File: config.mk
export PLATFORM = sky130hd
export DESIGN_NAME = psr_routing
export DESIGN_NICKNAME = d
export VERILOG_FILES = /design/src/psr_pkg.sv /design/src/psr_routing.sv
export SDC_FILE = /design/constraint.sdc
export NUM_CORES = 1
export LEC_CHECK = 0
export CORE_MARGIN = 1
export CORE_UTILIZATION = 45
export CTS_CLUSTER_SIZE = 14
export DETAILED_ROUTE_END_ITERATION = 10
export DONT_BUFFER_PORTS = 1
export SLEW_MARGIN = 20
export SYNTH_ARGS = -nofsm -noshare
export SYNTH_HDL_FRONTEND = slang
export SYNTH_SLANG_ARGS = --single-unit
File: constraint.sdc
create_clock -name CLK -period 2.03 [get_ports CLK]
set_clock_uncertainty 0.15 [all_clocks]
set_input_delay 0.3045 -clock CLK [delete_from_list [all_inputs] [get_ports CLK]]
set_output_delay 0.3045 -clock CLK [all_outputs]
set_load 0.02 [all_outputs]
File: src/psr_pkg.sv
`default_nettype none
package psr_pkg;

  // switch positions, switch n sits at vector index n-1
  localparam int ROUTE_LO_OC_START_ALARM3 = 0;
  localparam int ROUTE_OC_TRIP_ALARM1     = 1;
  localparam int ROUTE_LO_EF_TRIP_MAIN    = 2;
  localparam int ROUTE_TRIP_TO_ALARM1     = 6;
  localparam int ROUTE_TRIP_TO_ALARM2     = 7;
  localparam int LINK_LO_OC_START_B       = 0;
  localparam int LINK_HI_OC_START_B       = 1;
  localparam int LINK_HI_OC_START_A       = 2;
  localparam int LINK_BLK1_LO_OC          = 3;
  localparam int LINK_BLK1_HI_OC          = 4;
  localparam int LINK_BLK2_LO_OC          = 5;
  localparam int LINK_BLK2_HI_OC          = 6;

  localparam logic [7:0] ROUTE_DEFAULT = 8'h07;
  localparam logic [7:0] LINK_DEFAULT  = 8'h05;

  // output codes
  localparam int          NUM_OBJECTS     = 6;
  localparam logic [7:0]  CODE_CFG_BASE   = 8'h14;
  localparam logic [7:0]  CODE_DIRECT_OFS = 8'hc8;
  localparam logic [7:0]  CODE_FIFTH      = 8'h28;
  localparam logic [7:0]  CODE_SIXTH      = 8'h29;
  localparam logic [7:0]  CODE_SPAN       = 8'h0c;

  // alarm delay timing
  localparam int ALARM_DELAY_MS     = 40;
  localparam int CLK_MHZ            = 200;
  localparam int ALARM_DELAY_CYCLES = ALARM_DELAY_MS * 1000 * CLK_MHZ;
  localparam int DELAY_CNT_W        = 23;

  typedef struct packed {
    logic lo_oc_start;
    logic lo_oc_trip;
    logic hi_oc_start;
    logic hi_oc_trip;
    logic lo_ef_start;
    logic lo_ef_trip;
    logic hi_ef_trip;
  } psr_stage_type;

  typedef struct packed {
    logic main_trip;
    logic first_alarm_out;
    logic second_alarm_out;
    logic third_alarm_out;
    logic reclose_start_in_a;
    logic reclose_start_in_b;
    logic reclose_inhibit;
  } psr_route_type;

  typedef struct packed {
    logic [NUM_OBJECTS-1:0] open_out;
    logic [NUM_OBJECTS-1:0] close_out;
    logic                   fifth_alarm_out;
    logic                   sixth_alarm_out;
  } psr_object_type;

endpackage
`default_nettype wire

File: src/psr_routing.sv
// Overview of operation
// - object outputs use codes 20..31 open/close alternating, +200 direct; 40, 41 extra.
// - open and close of same index form one object pair.
// - some stage signals routed fixed, others only through routing switches.
// - routing bit 1 sends low-set overcurrent start to third alarm.
// - routing bit 2 sends both overcurrent trips to first alarm.
// - routing bit 3 sends low-set earth-fault trip to main trip.
// - bit 3 clear: that trip gives second alarm and reclose inhibit only.
// - routing bit 7 copies all main trip sources onto first alarm.
// - routing bit 8 copies all main trip sources onto second alarm.
// - first and second alarms may be delayed 40 ms.
// - reclose due suppresses first and second alarm outputs.
// - link bit 1 sends low-set overcurrent start to reclose start b.
// - link bit 2 sends high-set overcurrent start to reclose start b.
// - link bit 3 sends high-set overcurrent start to reclose start a.
// - link bits 4,5 let first block input stop low/high overcurrent trip.
// - link bits 6,7 let second block input stop low/high overcurrent trip.
`timescale 1ns/1ps
`default_nettype none
module psr_routing
  #(
    parameter int ALARM_DELAY = psr_pkg::ALARM_DELAY_CYCLES
  )
  (
    input  wire logic                 CLK,
    input  wire logic                 RESETN,
    input  wire psr_pkg::psr_stage_type STAGE,
    input  wire logic                 BLOCK_IN_FIRST,
    input  wire logic                 BLOCK_IN_SECOND,
    input  wire logic [7:0]           OUTPUT_ROUTING_SWITCHES,
    input  wire logic [7:0]           MODULE_LINK_SWITCHES,
    input  wire logic                 ALARM_DELAY_ENABLE,
    input  wire logic                 RECLOSE_DUE_FLAG,
    input  wire logic                 CMD_VALID,
    input  wire logic [7:0]           CMD_CODE,
    input  wire logic                 CMD_ON,
    output var  psr_pkg::psr_route_type  ROUTE,
    output var  psr_pkg::psr_object_type OBJECT,
    output var  logic                 CMD_DIRECT,
    output var  logic                 CMD_REJECT
  );
  import psr_pkg::*;

  // alarm rises exactly ALARM_DELAY edges after the undelayed one would
  localparam logic [DELAY_CNT_W-1:0] DELAY_LAST = DELAY_CNT_W'(ALARM_DELAY);

  // stage, block and switch pins are asynchronous to CLK: two flops before any logic
  psr_stage_type stage_meta;
  psr_stage_type stage_sync;
  logic [1:0]    block_meta;
  logic [1:0]    block_sync;
  logic [7:0]    route_meta;
  logic [7:0]    route_sync;
  logic [7:0]    link_meta;
  logic [7:0]    link_sync;

  always_ff @(posedge CLK or negedge RESETN)
  begin
    if (!RESETN)
    begin
      stage_meta <= '0;
      stage_sync <= '0;
      block_meta <= 2'h0;
      block_sync <= 2'h0;
      route_meta <= ROUTE_DEFAULT;
      route_sync <= ROUTE_DEFAULT;
      link_meta  <= LINK_DEFAULT;
      link_sync  <= LINK_DEFAULT;
    end
    else
    begin
      stage_meta <= STAGE;
      stage_sync <= stage_meta;
      block_meta <= {BLOCK_IN_SECOND, BLOCK_IN_FIRST};
      block_sync <= block_meta;
      route_meta <= OUTPUT_ROUTING_SWITCHES;
      route_sync <= route_meta;
      link_meta  <= MODULE_LINK_SWITCHES;
      link_sync  <= link_meta;
    end
  end

  // combinational routing matrix
  logic lo_oc_blocked;
  logic hi_oc_blocked;
  logic lo_oc_trip_ok;
  logic hi_oc_trip_ok;
  logic ef_to_trip;
  logic ef_signal_only;
  logic next_main_trip;
  logic next_third_alarm;
  logic next_start_a;
  logic next_start_b;
  logic next_inhibit;
  logic [1:0] alarm_raw;

  always_comb
  begin
    lo_oc_blocked = (block_sync[0] & link_sync[LINK_BLK1_LO_OC])
                  | (block_sync[1] & link_sync[LINK_BLK2_LO_OC]);
    hi_oc_blocked = (block_sync[0] & link_sync[LINK_BLK1_HI_OC])
                  | (block_sync[1] & link_sync[LINK_BLK2_HI_OC]);
    lo_oc_trip_ok = stage_sync.lo_oc_trip & ~lo_oc_blocked;
    hi_oc_trip_ok = stage_sync.hi_oc_trip & ~hi_oc_blocked;
    ef_to_trip     = stage_sync.lo_ef_trip & route_sync[ROUTE_LO_EF_TRIP_MAIN];
    ef_signal_only = stage_sync.lo_ef_trip & ~route_sync[ROUTE_LO_EF_TRIP_MAIN];
    // overcurrent trips and high-set earth-fault trip are hard wired to trip
    next_main_trip = lo_oc_trip_ok | hi_oc_trip_ok
                   | stage_sync.hi_ef_trip | ef_to_trip;
    next_third_alarm = stage_sync.lo_oc_start & route_sync[ROUTE_LO_OC_START_ALARM3];
    alarm_raw[0] = ((lo_oc_trip_ok | hi_oc_trip_ok)
                    & route_sync[ROUTE_OC_TRIP_ALARM1])
                 | (next_main_trip & route_sync[ROUTE_TRIP_TO_ALARM1]);
    alarm_raw[1] = ef_signal_only
                 | (next_main_trip & route_sync[ROUTE_TRIP_TO_ALARM2]);
    // both b sources may be on; only a/b conflict is forbidden to the configurer
    next_start_b = (stage_sync.lo_oc_start & link_sync[LINK_LO_OC_START_B])
                 | (stage_sync.hi_oc_start & link_sync[LINK_HI_OC_START_B]);
    next_start_a = stage_sync.hi_oc_start & link_sync[LINK_HI_OC_START_A];
    next_inhibit = ef_signal_only;
    // unused switch positions are simply never read
  end

  // one flop per destination; the output struct is only wiring of flops
  logic main_trip_q;
  logic third_alarm_q;
  logic start_a_q;
  logic start_b_q;
  logic inhibit_q;

  always_ff @(posedge CLK or negedge RESETN)
  begin
    if (!RESETN)
    begin
      main_trip_q <= 1'b0;
    end
    else
    begin
      main_trip_q <= next_main_trip;
    end
  end

  always_ff @(posedge CLK or negedge RESETN)
  begin
    if (!RESETN)
    begin
      third_alarm_q <= 1'b0;
    end
    else
    begin
      third_alarm_q <= next_third_alarm;
    end
  end

  // reclose starts stay level signals; the reclose logic latches due on their level while armed
  always_ff @(posedge CLK or negedge RESETN)
  begin
    if (!RESETN)
    begin
      start_a_q <= 1'b0;
      start_b_q <= 1'b0;
    end
    else
    begin
      start_a_q <= next_start_a;
      start_b_q <= next_start_b;
    end
  end

  always_ff @(posedge CLK or negedge RESETN)
  begin
    if (!RESETN)
    begin
      inhibit_q <= 1'b0;
    end
    else
    begin
      inhibit_q <= next_inhibit;
    end
  end

  // alarm delay: a short trip that recloses never reaches the alarm contacts
  for (genvar i = 0; i < 2; i++)
  begin : g_alarm
    logic [DELAY_CNT_W-1:0] count;
    logic                   alarm_bit;

    always_ff @(posedge CLK or negedge RESETN)
    begin
      if (!RESETN)
      begin
        count     <= '0;
        alarm_bit <= 1'b0;
      end
      else if (!alarm_raw[i] || RECLOSE_DUE_FLAG)
      begin
        count     <= '0;
        alarm_bit <= 1'b0;
      end
      else if (!ALARM_DELAY_ENABLE)
      begin
        count     <= '0;
        alarm_bit <= 1'b1;
      end
      else if (count >= DELAY_LAST)
      begin
        alarm_bit <= 1'b1;
      end
      else
      begin
        count <= count + 1'b1;
      end
    end
  end

  // field order follows the route struct, msb first
  assign ROUTE = {main_trip_q, g_alarm[0].alarm_bit, g_alarm[1].alarm_bit, third_alarm_q,
                  start_a_q, start_b_q, inhibit_q};

  // object output commands
  logic [7:0] cfg_index;
  logic [7:0] dir_index;
  logic       cfg_hit;
  logic       dir_hit;
  logic [7:0] obj_code;
  logic       extra_hit;

  always_comb
  begin
    cfg_index = CMD_CODE - CODE_CFG_BASE;
    dir_index = CMD_CODE - CODE_CFG_BASE - CODE_DIRECT_OFS;
    cfg_hit   = (CMD_CODE >= CODE_CFG_BASE) && (cfg_index < CODE_SPAN);
    dir_hit   = (CMD_CODE >= (CODE_CFG_BASE + CODE_DIRECT_OFS))
              && (dir_index < CODE_SPAN);
    obj_code  = dir_hit ? dir_index : cfg_index;
    extra_hit = (CMD_CODE == CODE_FIFTH) || (CMD_CODE == CODE_SIXTH);
  end

  always_ff @(posedge CLK or negedge RESETN)
  begin
    if (!RESETN)
    begin
      OBJECT     <= '0;
      CMD_DIRECT <= 1'b0;
      CMD_REJECT <= 1'b0;
    end
    else
    begin
      CMD_REJECT <= 1'b0;
      if (CMD_VALID)
      begin
        if (cfg_hit || dir_hit)
        begin
          CMD_DIRECT <= dir_hit;
          // even code opens, odd code closes object code/2
          if (!obj_code[0])
          begin
            OBJECT.open_out[obj_code[3:1]] <= CMD_ON;
            if (CMD_ON)
            begin
              OBJECT.close_out[obj_code[3:1]] <= 1'b0;
            end
          end
          else
          begin
            OBJECT.close_out[obj_code[3:1]] <= CMD_ON;
            if (CMD_ON)
            begin
              OBJECT.open_out[obj_code[3:1]] <= 1'b0;
            end
          end
        end
        else if (extra_hit)
        begin
          CMD_DIRECT <= 1'b0;
          if (CMD_CODE == CODE_FIFTH)
          begin
            OBJECT.fifth_alarm_out <= CMD_ON;
          end
          else
          begin
            OBJECT.sixth_alarm_out <= CMD_ON;
          end
        end
        else
        begin
          CMD_REJECT <= 1'b1;
        end
      end
    end
  end

endmodule
`default_nettype wire

==> results of run 1 <==
path summary, 6_finish.rpt:
| check | from | to | slack, ns | depth (start not counted) |
|---|---|---|---|---|
| max | CMD_CODE[2] | OBJECT[12] | -0.13 | 10 |
| min | RESETN | g_alarm[0].count[2] | -0.51 | 0 |
| max reg2reg | g_alarm[1].count[5] | g_alarm[1].count[21] | 0.09 | 7 |
| min reg2reg | stage_meta[5] | stage_sync[5] | 0.20 | 0 |
| max in group asynchronous | RESETN | route_meta[1] | 2.04 | 0 |
| min in group CLK | ALARM_DELAY_ENABLE | g_alarm[0].alarm_bit | 0.03 | 2 |
worst register-to-register path, stage by stage, from the launching register on:
cell                       delay, ns
sky130_fd_sc_hd__dfrtp_1        0.39
sky130_fd_sc_hd__nand4_1        0.19
sky130_fd_sc_hd__nor4_4         0.38
sky130_fd_sc_hd__nand3_2        0.15
sky130_fd_sc_hd__buf_6          0.15
sky130_fd_sc_hd__nor3_4         0.16
sky130_fd_sc_hd__a21oi_2        0.08
sky130_fd_sc_hd__a311oi_2       0.20
area by class of cell:
type / count / area share [%]
flip-flops and latches: 109 / 43.2
inverters: 21 / 1.36
multi-input cells: 330 / 37.6
clock inverters: 6 / 1.48
repair buffers: 66 / 9.83
well taps: 140 / 2.76
clock buffers: 10 / 3.77
sequential cells by signal, indices dropped and copies added (netlist names), 2 cells and up:
register,count
g_alarm.count,46
OBJECT,14
link_meta,7
link_sync,7
stage_meta,6
stage_sync,6
route_meta,5
route_sync,5
block_meta,2
block_sync,2
g_alarm.alarm_bit,2
power groups by stage:
stage               clock network, uW  logic (uW)  registers [uW]
floorplan                           0         198            2330
global placement                    0         212            2350
global route                     2060         310            2320
CTS                              1970         269            2310
detailed placement                  0         218            2350
finish                           1920         282            2320
metrics by stage:
step	TNS [ns]	instances	instance area, um2	utilization [%]	setup WS [ns]
after floorplan	-5.21	482	5180	-	-0.546
after global placement	-5.22	634	5490	50.0	-0.458
after detailed placement	-5.65	634	5490	50.0	-0.481
after CTS	-0.0994	677	6150	56.0	-0.0305
after global routing	-1.99	682	6340	57.7	-0.209
final	-0.686	682	6340	57.7	-0.125
cell usage after synthesis, drive strengths merged (3+ instances only):
library cell  number
a21o               3
a21oi             11
a22oi              3
a311oi             4
a31oi              3
and2               5
and3              11
buf               20
dfrtp             99
dfstp             10
ha                 9
inv               21
mux2               8
mux2i              5
nand2             24
nand2b             4
nand3             29
nand3b             6
nand4              7
nor2              70
nor2b              4
nor3              18
nor3b              3
nor4               6
o21ai             21
o221a              5
o311ai             4
or3                5
xnor2             21
xor2              18
cell families (layout without fill, tap and decap cells):
family | Yosys count | after routing
simple gates | 199 | 199
compound gates | 70 | 70
flops | 109 | 109
mux | 13 | 13
fa+ha+maj | 9 | 9
buf+inv | 43 | 103
xor+xnor | 39 | 39
layer usage:
layer	global-route usage, %	vias up
li1	-	1774
met1	23.5	1787
met2	32.1	76
met3	6.75	15
met4	7.14	0
met5	0	-
timing repair:
action / 4_1_cts / 5_1_grt
setup endpoints to repair: 16 / 47
setup buffers: 2 / 6
pin swaps: 4 / 14
resized for setup: 10 / 26
endpoints found under the hold margin: 136 / 109
==> flow_summary.json, run 1 <==
{
  "comb_power_share_pct": 6.2,
  "num-nets-final": 585,
  "largest_net_degree_at_the_start_of_global_routing": 110,
  "synthFlopType": "sky130_fd_sc_hd__dfrtp_1",
  "design.die.area_um2": 11800,
  "synth-seq-cells": 109,
  "maxClockFrequency_mhz": 464,
  "synth_compound_gate_area_share_pct": 9.80,
  "max_slew_margin_pct": 72.9,
  "worstPathMaxFanout": 16,
  "synth-adder-area-share_pct": 2.19,
  "synth_enable_flop_cells": 0,
  "synthDominantAreaCellType": "sky130_fd_sc_hd__dfrtp_1",
  "ff_latch_area_um2": 2740,
  "slew_worst_pin_ns": 0.403,
  "syn_inst": 482,
  "clock_tree_from_tritoncts": "done",
  "p_sw_share_pct": 21.9,
  "fin_worst_hold_slack_ns": -0.508,
  "num_rows": 38,
  "ir_drop_mv": 0.958,
  "clock_power_share_pct": 42.5,
  "first_pass_iters": 4,
  "vias_per_cell": 5.35,
  "yosys-top-cells-area": "sky130_fd_sc_hd__dfrtp_1 (48%), sky130_fd_sc_hd__dfstp_2 (5.1%), sky130_fd_sc_hd__nor2_1 (5.0%)",
  "io_buffer_count": 0,
  "critical_path_buf_inv_count": 1,
  "mostFrequentLayoutCells": "sky130_fd_sc_hd__dfrtp_1 (99), sky130_fd_sc_hd__nor2_1 (68), sky130_fd_sc_hd__buf_4 (33)",
  "share_seq_of_total_power_pct": 51.3,
  "yosysWarnings": 0,
  "totalPowerFinal_uw": 4510,
  "lkg_pwr_uw": 0.00267,
  "setup_violations": 9,
  "cts-root-to-sink-buffers": 2,
  "drc_errors": 0,
  "internal_power_uw": 3520,
  "cp_slowest_stage_delay_ns": 0.34,
  "violations_in_the_final_reports": "hold timing, setup timing",
  "yosys-mux-area-fraction_pct": 2.80,
  "route.antenna.remaining_nets": 0,
  "worst-endpoint-required_ns": 2.12,
  "criticalPathCategory": "in -> reg",
  "clock_pin_slew_worst_setup_and_hold_paths_ns": 0.07,
  "num-fill-cells": 901,
  "synth_cell_type_count": 65,
  "timing.critical_path.cells": "clkinvlp_4 -> ha_4 -> xor2_2 -> ha_2 -> or3_1 -> nand4_1 -> a31oi_4 -> nand2_4 -> mux2_4 -> o221a_4",
  "route.final.wire_length_um": 10500,
  "powerDensity_nw_per_um2": 712,
  "synth_top_area_share_pct": 48.2,
  "synth_xor_area_share_pct": 6.65,
  "ys_async_sr_fraction_pct": 100,
  "min_period_over_period_pct": 106,
  "initial_standard_cell_utilization_of_the_core_pct": 46.8,
  "hold_buf_count_cts": 25,
  "synth_area_um2": 5130,
  "status": "complete, but fails checks",
  "hold_viol_final": 109,
  "layout_commonest_cell": "sky130_fd_sc_hd__dfrtp_1",
  "num_antenna_cells": 0,
  "place.gp.congestion": 0.875,
  "synth_seq_area_share_pct": 53.4,
  "grt_setup_unrepaired": "true",
  "layout_cell_share_with_drive_strength_beyond_1_pct": 21.4,
  "worst_path_dominant_cell_family": "simple AND/OR/NAND/NOR gates",
  "crit_path_end_kind": "register",
  "worst_path_max_delay_cell": "sky130_fd_sc_hd__or3_1",
  "final-max-slew-violation-count": 0,
  "grt_antenna_before_repair": 0,
  "die_h_um": 109,
  "cp_data_arrival_time_ns": 2.24,
  "synthesis.nets": 530,
  "wirelength_met1_um": 4510,
  "final.setup.worst_slack_ns": -0.125,
  "max-cap-violations": 0,
  "design.portCount": 62,
  "core_um2": 11000,
  "drt-initial-drc-count": 148,
  "cts_buffer_count": 9,
  "total_switching_power_uw": 990,
  "worstHoldPathType": "in -> async",
  "met2WireLength_um": 5170,
  "multi_input_area_um2": 2380,
  "routed-via-count": 3652,
  "grt_first_pass_wirelength_um": 17600,
  "main_combinational_cell_family_by_area_after_synthesis": "simple AND/OR/NAND/NOR gates",
  "clock_insertion_delay_worst_skew_ns": 0.35,
  "vias_in_the_first_global_route": 3756,
  "synth-simple-area-share_pct": 20.5,
  "area_delta_synth_final_pct": 23.4,
  "clock-root-buffer": "sky130_fd_sc_hd__clkbuf_16",
  "post_layout_minimum_cycle_time_ns": 2.16,
  "synth.avg_cell_area_um2": 10.7,
  "htree_num_levels": 3,
  "grt_overflow_total": 0,
  "wire_per_inst_um": 15.4,
  "cts.sink_count": 109,
  "track_usage_pct": 19.4,
  "top_signal_layer_used": "met4",
  "route.met3.wl_um": 645,
  "floorplan.die.width_um": 109,
  "start_kind": "input pin",
  "hpwl_reported_at_the_end_of_detailed_placement_um": 7050
}
(Power assumes the default switching activity.)
==> run 2: changes to the inputs <==
--- a/config.mk
+++ b/config.mk
@@ -7,6 +7,7 @@
 export LEC_CHECK = 0
 export CORE_MARGIN = 1
 export CORE_UTILIZATION = 45
+export CTS_BUF_LIST = sky130_fd_sc_hd__clkbuf_16
 export CTS_CLUSTER_SIZE = 14
 export DETAILED_ROUTE_END_ITERATION = 10
 export DONT_BUFFER_PORTS = 1
==> run 2 against run 1 <==
Largest power group unchanged. Critical path depth unchanged. The flow still finishes with violations (hold timing, setup timing). Highest routed layer unchanged. Count of clock-buffer cells in the layout down 1. Worst hold slack about the same.
==> flow_summary.json, run 2 (synthesis gave the netlist of run 1 again) <==
{
  "io_buffer_count": 0,
  "maxClockFrequency_mhz": 466,
  "layout_cell_share_with_drive_strength_beyond_1_pct": 21.2,
  "num-nets-final": 585,
  "worst_path_max_delay_cell": "sky130_fd_sc_hd__or3_1",
  "grt_first_pass_wirelength_um": 17600,
  "reg2reg_setup_slack_ns": 0.08,
  "max_slew_margin_pct": 72.4,
  "hold_buf_count_cts": 25,
  "clock_tree_from_tritoncts": "done",
  "num-fill-cells": 902,
  "num_rows": 38,
  "hpwl_reported_at_the_end_of_detailed_placement_um": 7050,
  "cp_slowest_stage_delay_ns": 0.33,
  "vias_per_cell": 5.36,
  "drc_errors": 0,
  "place.gp.congestion": 0.875,
  "design.portCount": 62,
  "p_sw_share_pct": 22.1,
  "route.antenna.remaining_nets": 0,
  "total_switching_power_uw": 991,
  "ff_latch_area_um2": 2740,
  "critical_path_buf_inv_count": 1,
  "lkg_pwr_uw": 0.00267,
  "floorplan.die.width_um": 109,
  "clock_pin_slew_worst_setup_and_hold_paths_ns": 0.07,
  "initial_standard_cell_utilization_of_the_core_pct": 46.8,
  "die_h_um": 109,
  "setup_violations": 9,
  "drt-initial-drc-count": 136,
  "final.setup.worst_slack_ns": -0.114,
  "ff2ff_path_depth": 7,
  "worstReg2RegEnd": "g_alarm[1].count[21]",
  "startpoint": "CMD_CODE[2]",
  "clock_power_share_pct": 42.0,
  "comb_power_share_pct": 6.3,
  "worst-endpoint-required_ns": 2.12,
  "origin_of_the_critical_flop_to_flop_path": "g_alarm[1].count[5]",
  "status": "complete, but fails checks",
  "start_kind": "input pin",
  "internal_power_uw": 3480,
  "vias_in_the_first_global_route": 3759,
  "routed-via-count": 3656,
  "hold_viol_final": 109,
  "first_pass_iters": 4,
  "register_ranked_first_by_flip_flop_count": "g_alarm.count",
  "share_seq_of_total_power_pct": 51.7,
  "worstHoldPathType": "in -> async",
  "clock-root-buffer": "sky130_fd_sc_hd__clkbuf_16",
  "multi_input_area_um2": 2380,
  "max-cap-violations": 0,
  "largest_register_ff_count": 46,
  "timing.critical_path.cells": "clkinvlp_4 -> ha_4 -> xor2_2 -> ha_2 -> or3_1 -> nand4_1 -> a31oi_4 -> nand2_4 -> mux2_4 -> o221a_4",
  "num_antenna_cells": 0,
  "worstPathMaxFanout": 16,
  "slew_worst_pin_ns": 0.411,
  "design.die.area_um2": 11800,
  "largest_registers": "g_alarm.count x46, OBJECT x14",
  "cts_buffer_count": 9,
  "post_layout_minimum_cycle_time_ns": 2.14,
  "route.final.wire_length_um": 10500,
  "mostFrequentLayoutCells": "sky130_fd_sc_hd__dfrtp_1 (99), sky130_fd_sc_hd__nor2_1 (68), sky130_fd_sc_hd__buf_4 (33)",
  "grt_antenna_before_repair": 0,
  "totalNegativeSetupSlack_ns": -0.603,
  "powerDensity_nw_per_um2": 707,
  "layout_commonest_cell": "sky130_fd_sc_hd__dfrtp_1",
  "htree_num_levels": 3,
  "violations_in_the_final_reports": "hold timing, setup timing",
  "grt_setup_unrepaired": "true",
  "cts-root-to-sink-buffers": 2,
  "crit_path_end_kind": "register",
  "core_um2": 11000,
  "area_delta_synth_final_pct": 23.2,
  "worst_path_dominant_cell_family": "simple AND/OR/NAND/NOR gates",
  "criticalPathCategory": "in -> reg",
  "final-max-slew-violation-count": 0,
  "cp_data_arrival_time_ns": 2.23,
  "placement.setup.worst_slack_ns": -0.481,
  "min_period_over_period_pct": 106,
  "cts.sink_count": 109,
  "largest_net_degree_at_the_start_of_global_routing": 110,
  "wire_per_inst_um": 15.5,
  "ir_drop_mv": 0.954,
  "grt_overflow_total": 0,
  "track_usage_pct": 19.5,
  "clock_insertion_delay_worst_skew_ns": 0.35,
  "fin_worst_hold_slack_ns": -0.508
}
## run 2: changes by cell type in the layout (fill, tap and decap cells not counted), sizes merged
cell / before / now
clkbuf: 10 / 9
clkinv: 2 / 3
## run 2: metal layers
metal	routed length [um]	global-route usage, %	share of wire, %	up-vias
li1	-	-	-	1773
met5	0	0	0	-
met1	4520	23.5	43	1793
met4	186	7.14	1.8	0
met3	639	6.75	6.1	12
met2	5200	32.1	49	78
## run 2: area by class of cell
| class | instances | area share [%] |
|---|---|---|
| clock buffer | 9 | 3.56 |
| tap | 140 | 2.77 |
| clock inverter | 7 | 1.54 |
| timing repair buffer | 66 | 9.85 |
| multi-input combinational | 330 | 37.6 |
| inverter | 21 | 1.36 |
| sequential | 109 | 43.3 |
## run 2: power groups by stage
stage / clock network (uW) / logic [uW] / registers [uW]
after floorplan: 0 / 198 / 2330
after global placement: 0 / 212 / 2350
after detailed placement: 0 / 218 / 2350
after CTS: 1930 / 269 / 2310
after global routing: 2020 / 310 / 2320
final: 1880 / 282 / 2310
## run 2: worst max-delay path by stage
stage	to	slack, ns	cells after the start
floorplan	OBJECT[3]	-0.55	12
global placement	OBJECT[9]	-0.46	10
detailed placement	OBJECT[9]	-0.48	10
CTS	OBJECT[9]	-0.03	10
global route	OBJECT[5]	-0.21	11
finish	OBJECT[12]	-0.11	10
## run 2: per-stage QoR
stage | std cells | utilization [%] | area, um2 | power, uW
finish | 682 | 57.6 | 6330 | 4480
CTS | 677 | 55.9 | 6140 | 4510
floorplan | 482 | - | 5180 | 2530
detailed placement | 634 | 50.0 | 5490 | 2570
global placement | 634 | 50.0 | 5490 | 2570
global route | 682 | 57.6 | 6330 | 4660
## run 2: what timing repair did
item,4_1_cts,5_1_grt
gates resized for setup,10,26
setup buffers,2,6
setup endpoints to repair,16,48
pin swaps,4,14
endpoints found under the hold margin,136,109
==> run 3: changes to the inputs <==
==> constraint.sdc (replaced) <==
create_clock -name CLK -period 1.9 [get_ports CLK]
set_clock_uncertainty 0.15 [all_clocks]
set_input_delay 0.285 -clock CLK [delete_from_list [all_inputs] [get_ports CLK]]
set_output_delay 0.285 -clock CLK [all_outputs]
set_load 0.02 [all_outputs]
==> run 3 against run 2 <==
Worst hold slack got worse by 0.020 ns. The run still ends with hold timing, setup timing left. Core utilization up 8.0 points. Register-to-register slack lost 0.13 ns. Largest power group unchanged. Critical path type unchanged. Wire length grew 12%.
==> flow_summary.json, run 3 (synthesis gave the netlist of run 1 again) <==
{
  "grt_overflow_total": 0,
  "hold_buf_count_cts": 25,
  "register_ranked_first_by_flip_flop_count": "g_alarm.count",
  "drc_errors": 0,
  "total_switching_power_uw": 1080,
  "largest_net_degree_at_the_start_of_global_routing": 110,
  "largest_register_ff_count": 46,
  "totalNegativeSetupSlack_ns": -1.93,
  "critical_path_buf_inv_count": 1,
  "core_um2": 11000,
  "dp.cells": 665,
  "lkg_pwr_uw": 0.00301,
  "clock_tree_from_tritoncts": "done",
  "worst_path_dominant_cell_family": "simple AND/OR/NAND/NOR gates",
  "area_delta_synth_final_pct": 40.4,
  "cp_data_arrival_time_ns": 2.18,
  "grt_setup_unrepaired": "true",
  "io_buffer_count": 0,
  "p_sw_share_pct": 22.4,
  "layout_commonest_cell": "sky130_fd_sc_hd__dfrtp_1",
  "clock_pin_slew_worst_setup_and_hold_paths_ns": 0.07,
  "comb_power_share_pct": 7.5,
  "cp_slowest_stage_delay_ns": 0.32,
  "min_period_over_period_pct": 110,
  "num_rows": 38,
  "post_layout_minimum_cycle_time_ns": 2.09,
  "route.antenna.remaining_nets": 0,
  "routed-via-count": 3891,
  "die_h_um": 109,
  "place.gp.congestion": 0.843,
  "hpwl_reported_at_the_end_of_detailed_placement_um": 7280,
  "htree_num_levels": 3,
  "cts.sink_count": 109,
  "worstHoldPathType": "in -> async",
  "wire_per_inst_um": 16.3,
  "floorplan.die.width_um": 109,
  "max-cap-violations": 0,
  "final.setup.worst_slack_ns": -0.187,
  "final_cell_count_no_fill": 726,
  "clock_power_share_pct": 41.2,
  "cts-root-to-sink-buffers": 2,
  "status": "complete, but fails checks",
  "criticalPathCategory": "in -> reg",
  "layout_cell_share_with_drive_strength_beyond_1_pct": 39.8,
  "internal_power_uw": 3740,
  "mostFrequentLayoutCells": "sky130_fd_sc_hd__dfrtp_1 (98), sky130_fd_sc_hd__buf_4 (67), sky130_fd_sc_hd__nor2_1 (34)",
  "vias_per_cell": 5.36,
  "slew_worst_pin_ns": 0.423,
  "worstPathMaxFanout": 16,
  "num_antenna_cells": 0,
  "crit_path_end_kind": "register",
  "hold_viol_final": 109,
  "setup_violations": 46,
  "timing.critical_path.cells": "clkinvlp_4 -> ha_4 -> xor2_1 -> ha_2 -> or3_1 -> nand4_1 -> a31oi_4 -> nand2_4 -> mux2_4 -> o221a_4",
  "start_kind": "input pin",
  "num-fill-cells": 822,
  "design.die.area_um2": 11800,
  "ir_drop_mv": 0.899,
  "final-max-slew-violation-count": 0,
  "cts_buffer_count": 9,
  "track_usage_pct": 19.8,
  "num-nets-final": 629,
  "first_pass_iters": 4,
  "vias_in_the_first_global_route": 3826,
  "clock_insertion_delay_worst_skew_ns": 0.35,
  "share_seq_of_total_power_pct": 51.3,
  "initial_standard_cell_utilization_of_the_core_pct": 46.8,
  "drt-initial-drc-count": 158,
  "largest_registers": "g_alarm.count x46, OBJECT x14",
  "maxClockFrequency_mhz": 479,
  "worst_path_max_delay_cell": "sky130_fd_sc_hd__mux2_4",
  "powerDensity_nw_per_um2": 668,
  "grt_first_pass_wirelength_um": 17800,
  "grt_antenna_before_repair": 0,
  "worst-endpoint-required_ns": 1.99,
  "violations_in_the_final_reports": "hold timing, setup timing",
  "max_slew_margin_pct": 71.7,
  "route.final.wire_length_um": 11800,
  "clock-root-buffer": "sky130_fd_sc_hd__clkbuf_16",
  "fin_worst_hold_slack_ns": -0.528,
  "design.portCount": 62
}
==> run 3: cell types whose count changed in the layout (fill, tap and decap cells not counted), moves of 4 or more <==
cell                      before  now
sky130_fd_sc_hd__buf_4        33   67
sky130_fd_sc_hd__nor2_1       68   34
sky130_fd_sc_hd__nor2_4        1   23
sky130_fd_sc_hd__nor2_2        1   13
sky130_fd_sc_hd__nand2_1      23   16
sky130_fd_sc_hd__a21oi_1      10    4
sky130_fd_sc_hd__a21oi_2       1    7
sky130_fd_sc_hd__buf_6         4   10
sky130_fd_sc_hd__nor3_1       13    7
sky130_fd_sc_hd__nor3_2        4    9
sky130_fd_sc_hd__buf_8         0    4
sky130_fd_sc_hd__nand2_2       0    4
==> run 3: worst paths after layout <==
kind	startpoint	end	slack [ns]	cells past startpoint
worst max-delay path	CMD_CODE[2]	OBJECT[9]	-0.19	10
worst min-delay path	RESETN	g_alarm[0].count[17]	-0.53	0
worst max register to register	g_alarm[1].count[5]	g_alarm[1].count[19]	-0.05	8
worst min register to register	stage_meta[4]	stage_sync[4]	0.20	0
max in group asynchronous	RESETN	route_meta[0]	1.87	0
min in group CLK	CMD_CODE[0]	OBJECT[1]	0.02	2
==> run 3: worst register-to-register path, stage by stage, from the launching register on <==
cell                       delay (ns)
sky130_fd_sc_hd__dfrtp_1         0.39
sky130_fd_sc_hd__nand4_1         0.16
sky130_fd_sc_hd__nor4_2          0.28
sky130_fd_sc_hd__buf_4           0.16
sky130_fd_sc_hd__nand3_4         0.10
sky130_fd_sc_hd__buf_12          0.15
sky130_fd_sc_hd__nor3_4          0.15
sky130_fd_sc_hd__nor2_1          0.08
sky130_fd_sc_hd__a311oi_2        0.23
==> run 3: layout make-up <==
| cell class | instances | area [um2] | area share (%) |
|---|---|---|---|
| multi-input cells | 330 | 2890 | 40.0 |
| flip-flops and latches | 109 | 2740 | 38.0 |
| inverters | 21 | 82.6 | 1.15 |
| clock inverters | 7 | 91.3 | 1.27 |
| repair buffers | 110 | 1010 | 14.0 |
| well taps | 140 | 175 | 2.43 |
| clock buffers | 9 | 225 | 3.12 |
==> run 3: repair_timing <==
| action | 4_1_cts | 5_1_grt |
|---|---|---|
| pin swaps | 36 | 54 |
| cloned | 2 | 0 |
| resized for setup | 47 | 121 |
| setup buffers | 6 | 15 |
| endpoints found under the hold margin | 136 | 109 |
| endpoints found under the setup margin | 58 | 60 |
==> run 3: per-stage QoR <==
step	power, uW	utilization [%]	setup WS (ns)	hold slack [ns]	cell area [um2]
after floorplan	2700	-	-0.657	-0.161	5180
after global placement	2750	51.9	-0.575	-0.158	5700
after detailed placement	2750	51.9	-0.607	-0.157	5700
after CTS	4820	59.3	-0.146	-0.541	6510
after global routing	4990	65.6	-0.257	-0.549	7210
final	4820	65.6	-0.187	-0.528	7210
==> run 3: layer usage <==
layer	share of wire, %	vias to the layer above	wire (um)	GRT usage [%]
met5	0	-	0	0
met2	52	83	6160	33.5
met3	4.7	21	556	6.16
met1	41	1917	4810	23.2
li1	-	1870	-	-
met4	2.4	0	280	8.40
==> run 3: power by group through the flow <==
stage	clock network [uW]	registers [uW]	logic, uW
after global routing	2120	2480	387
after global placement	0	2510	232
after detailed placement	0	2510	239
final	1980	2470	360
after CTS	2030	2470	314
after floorplan	0	2490	211
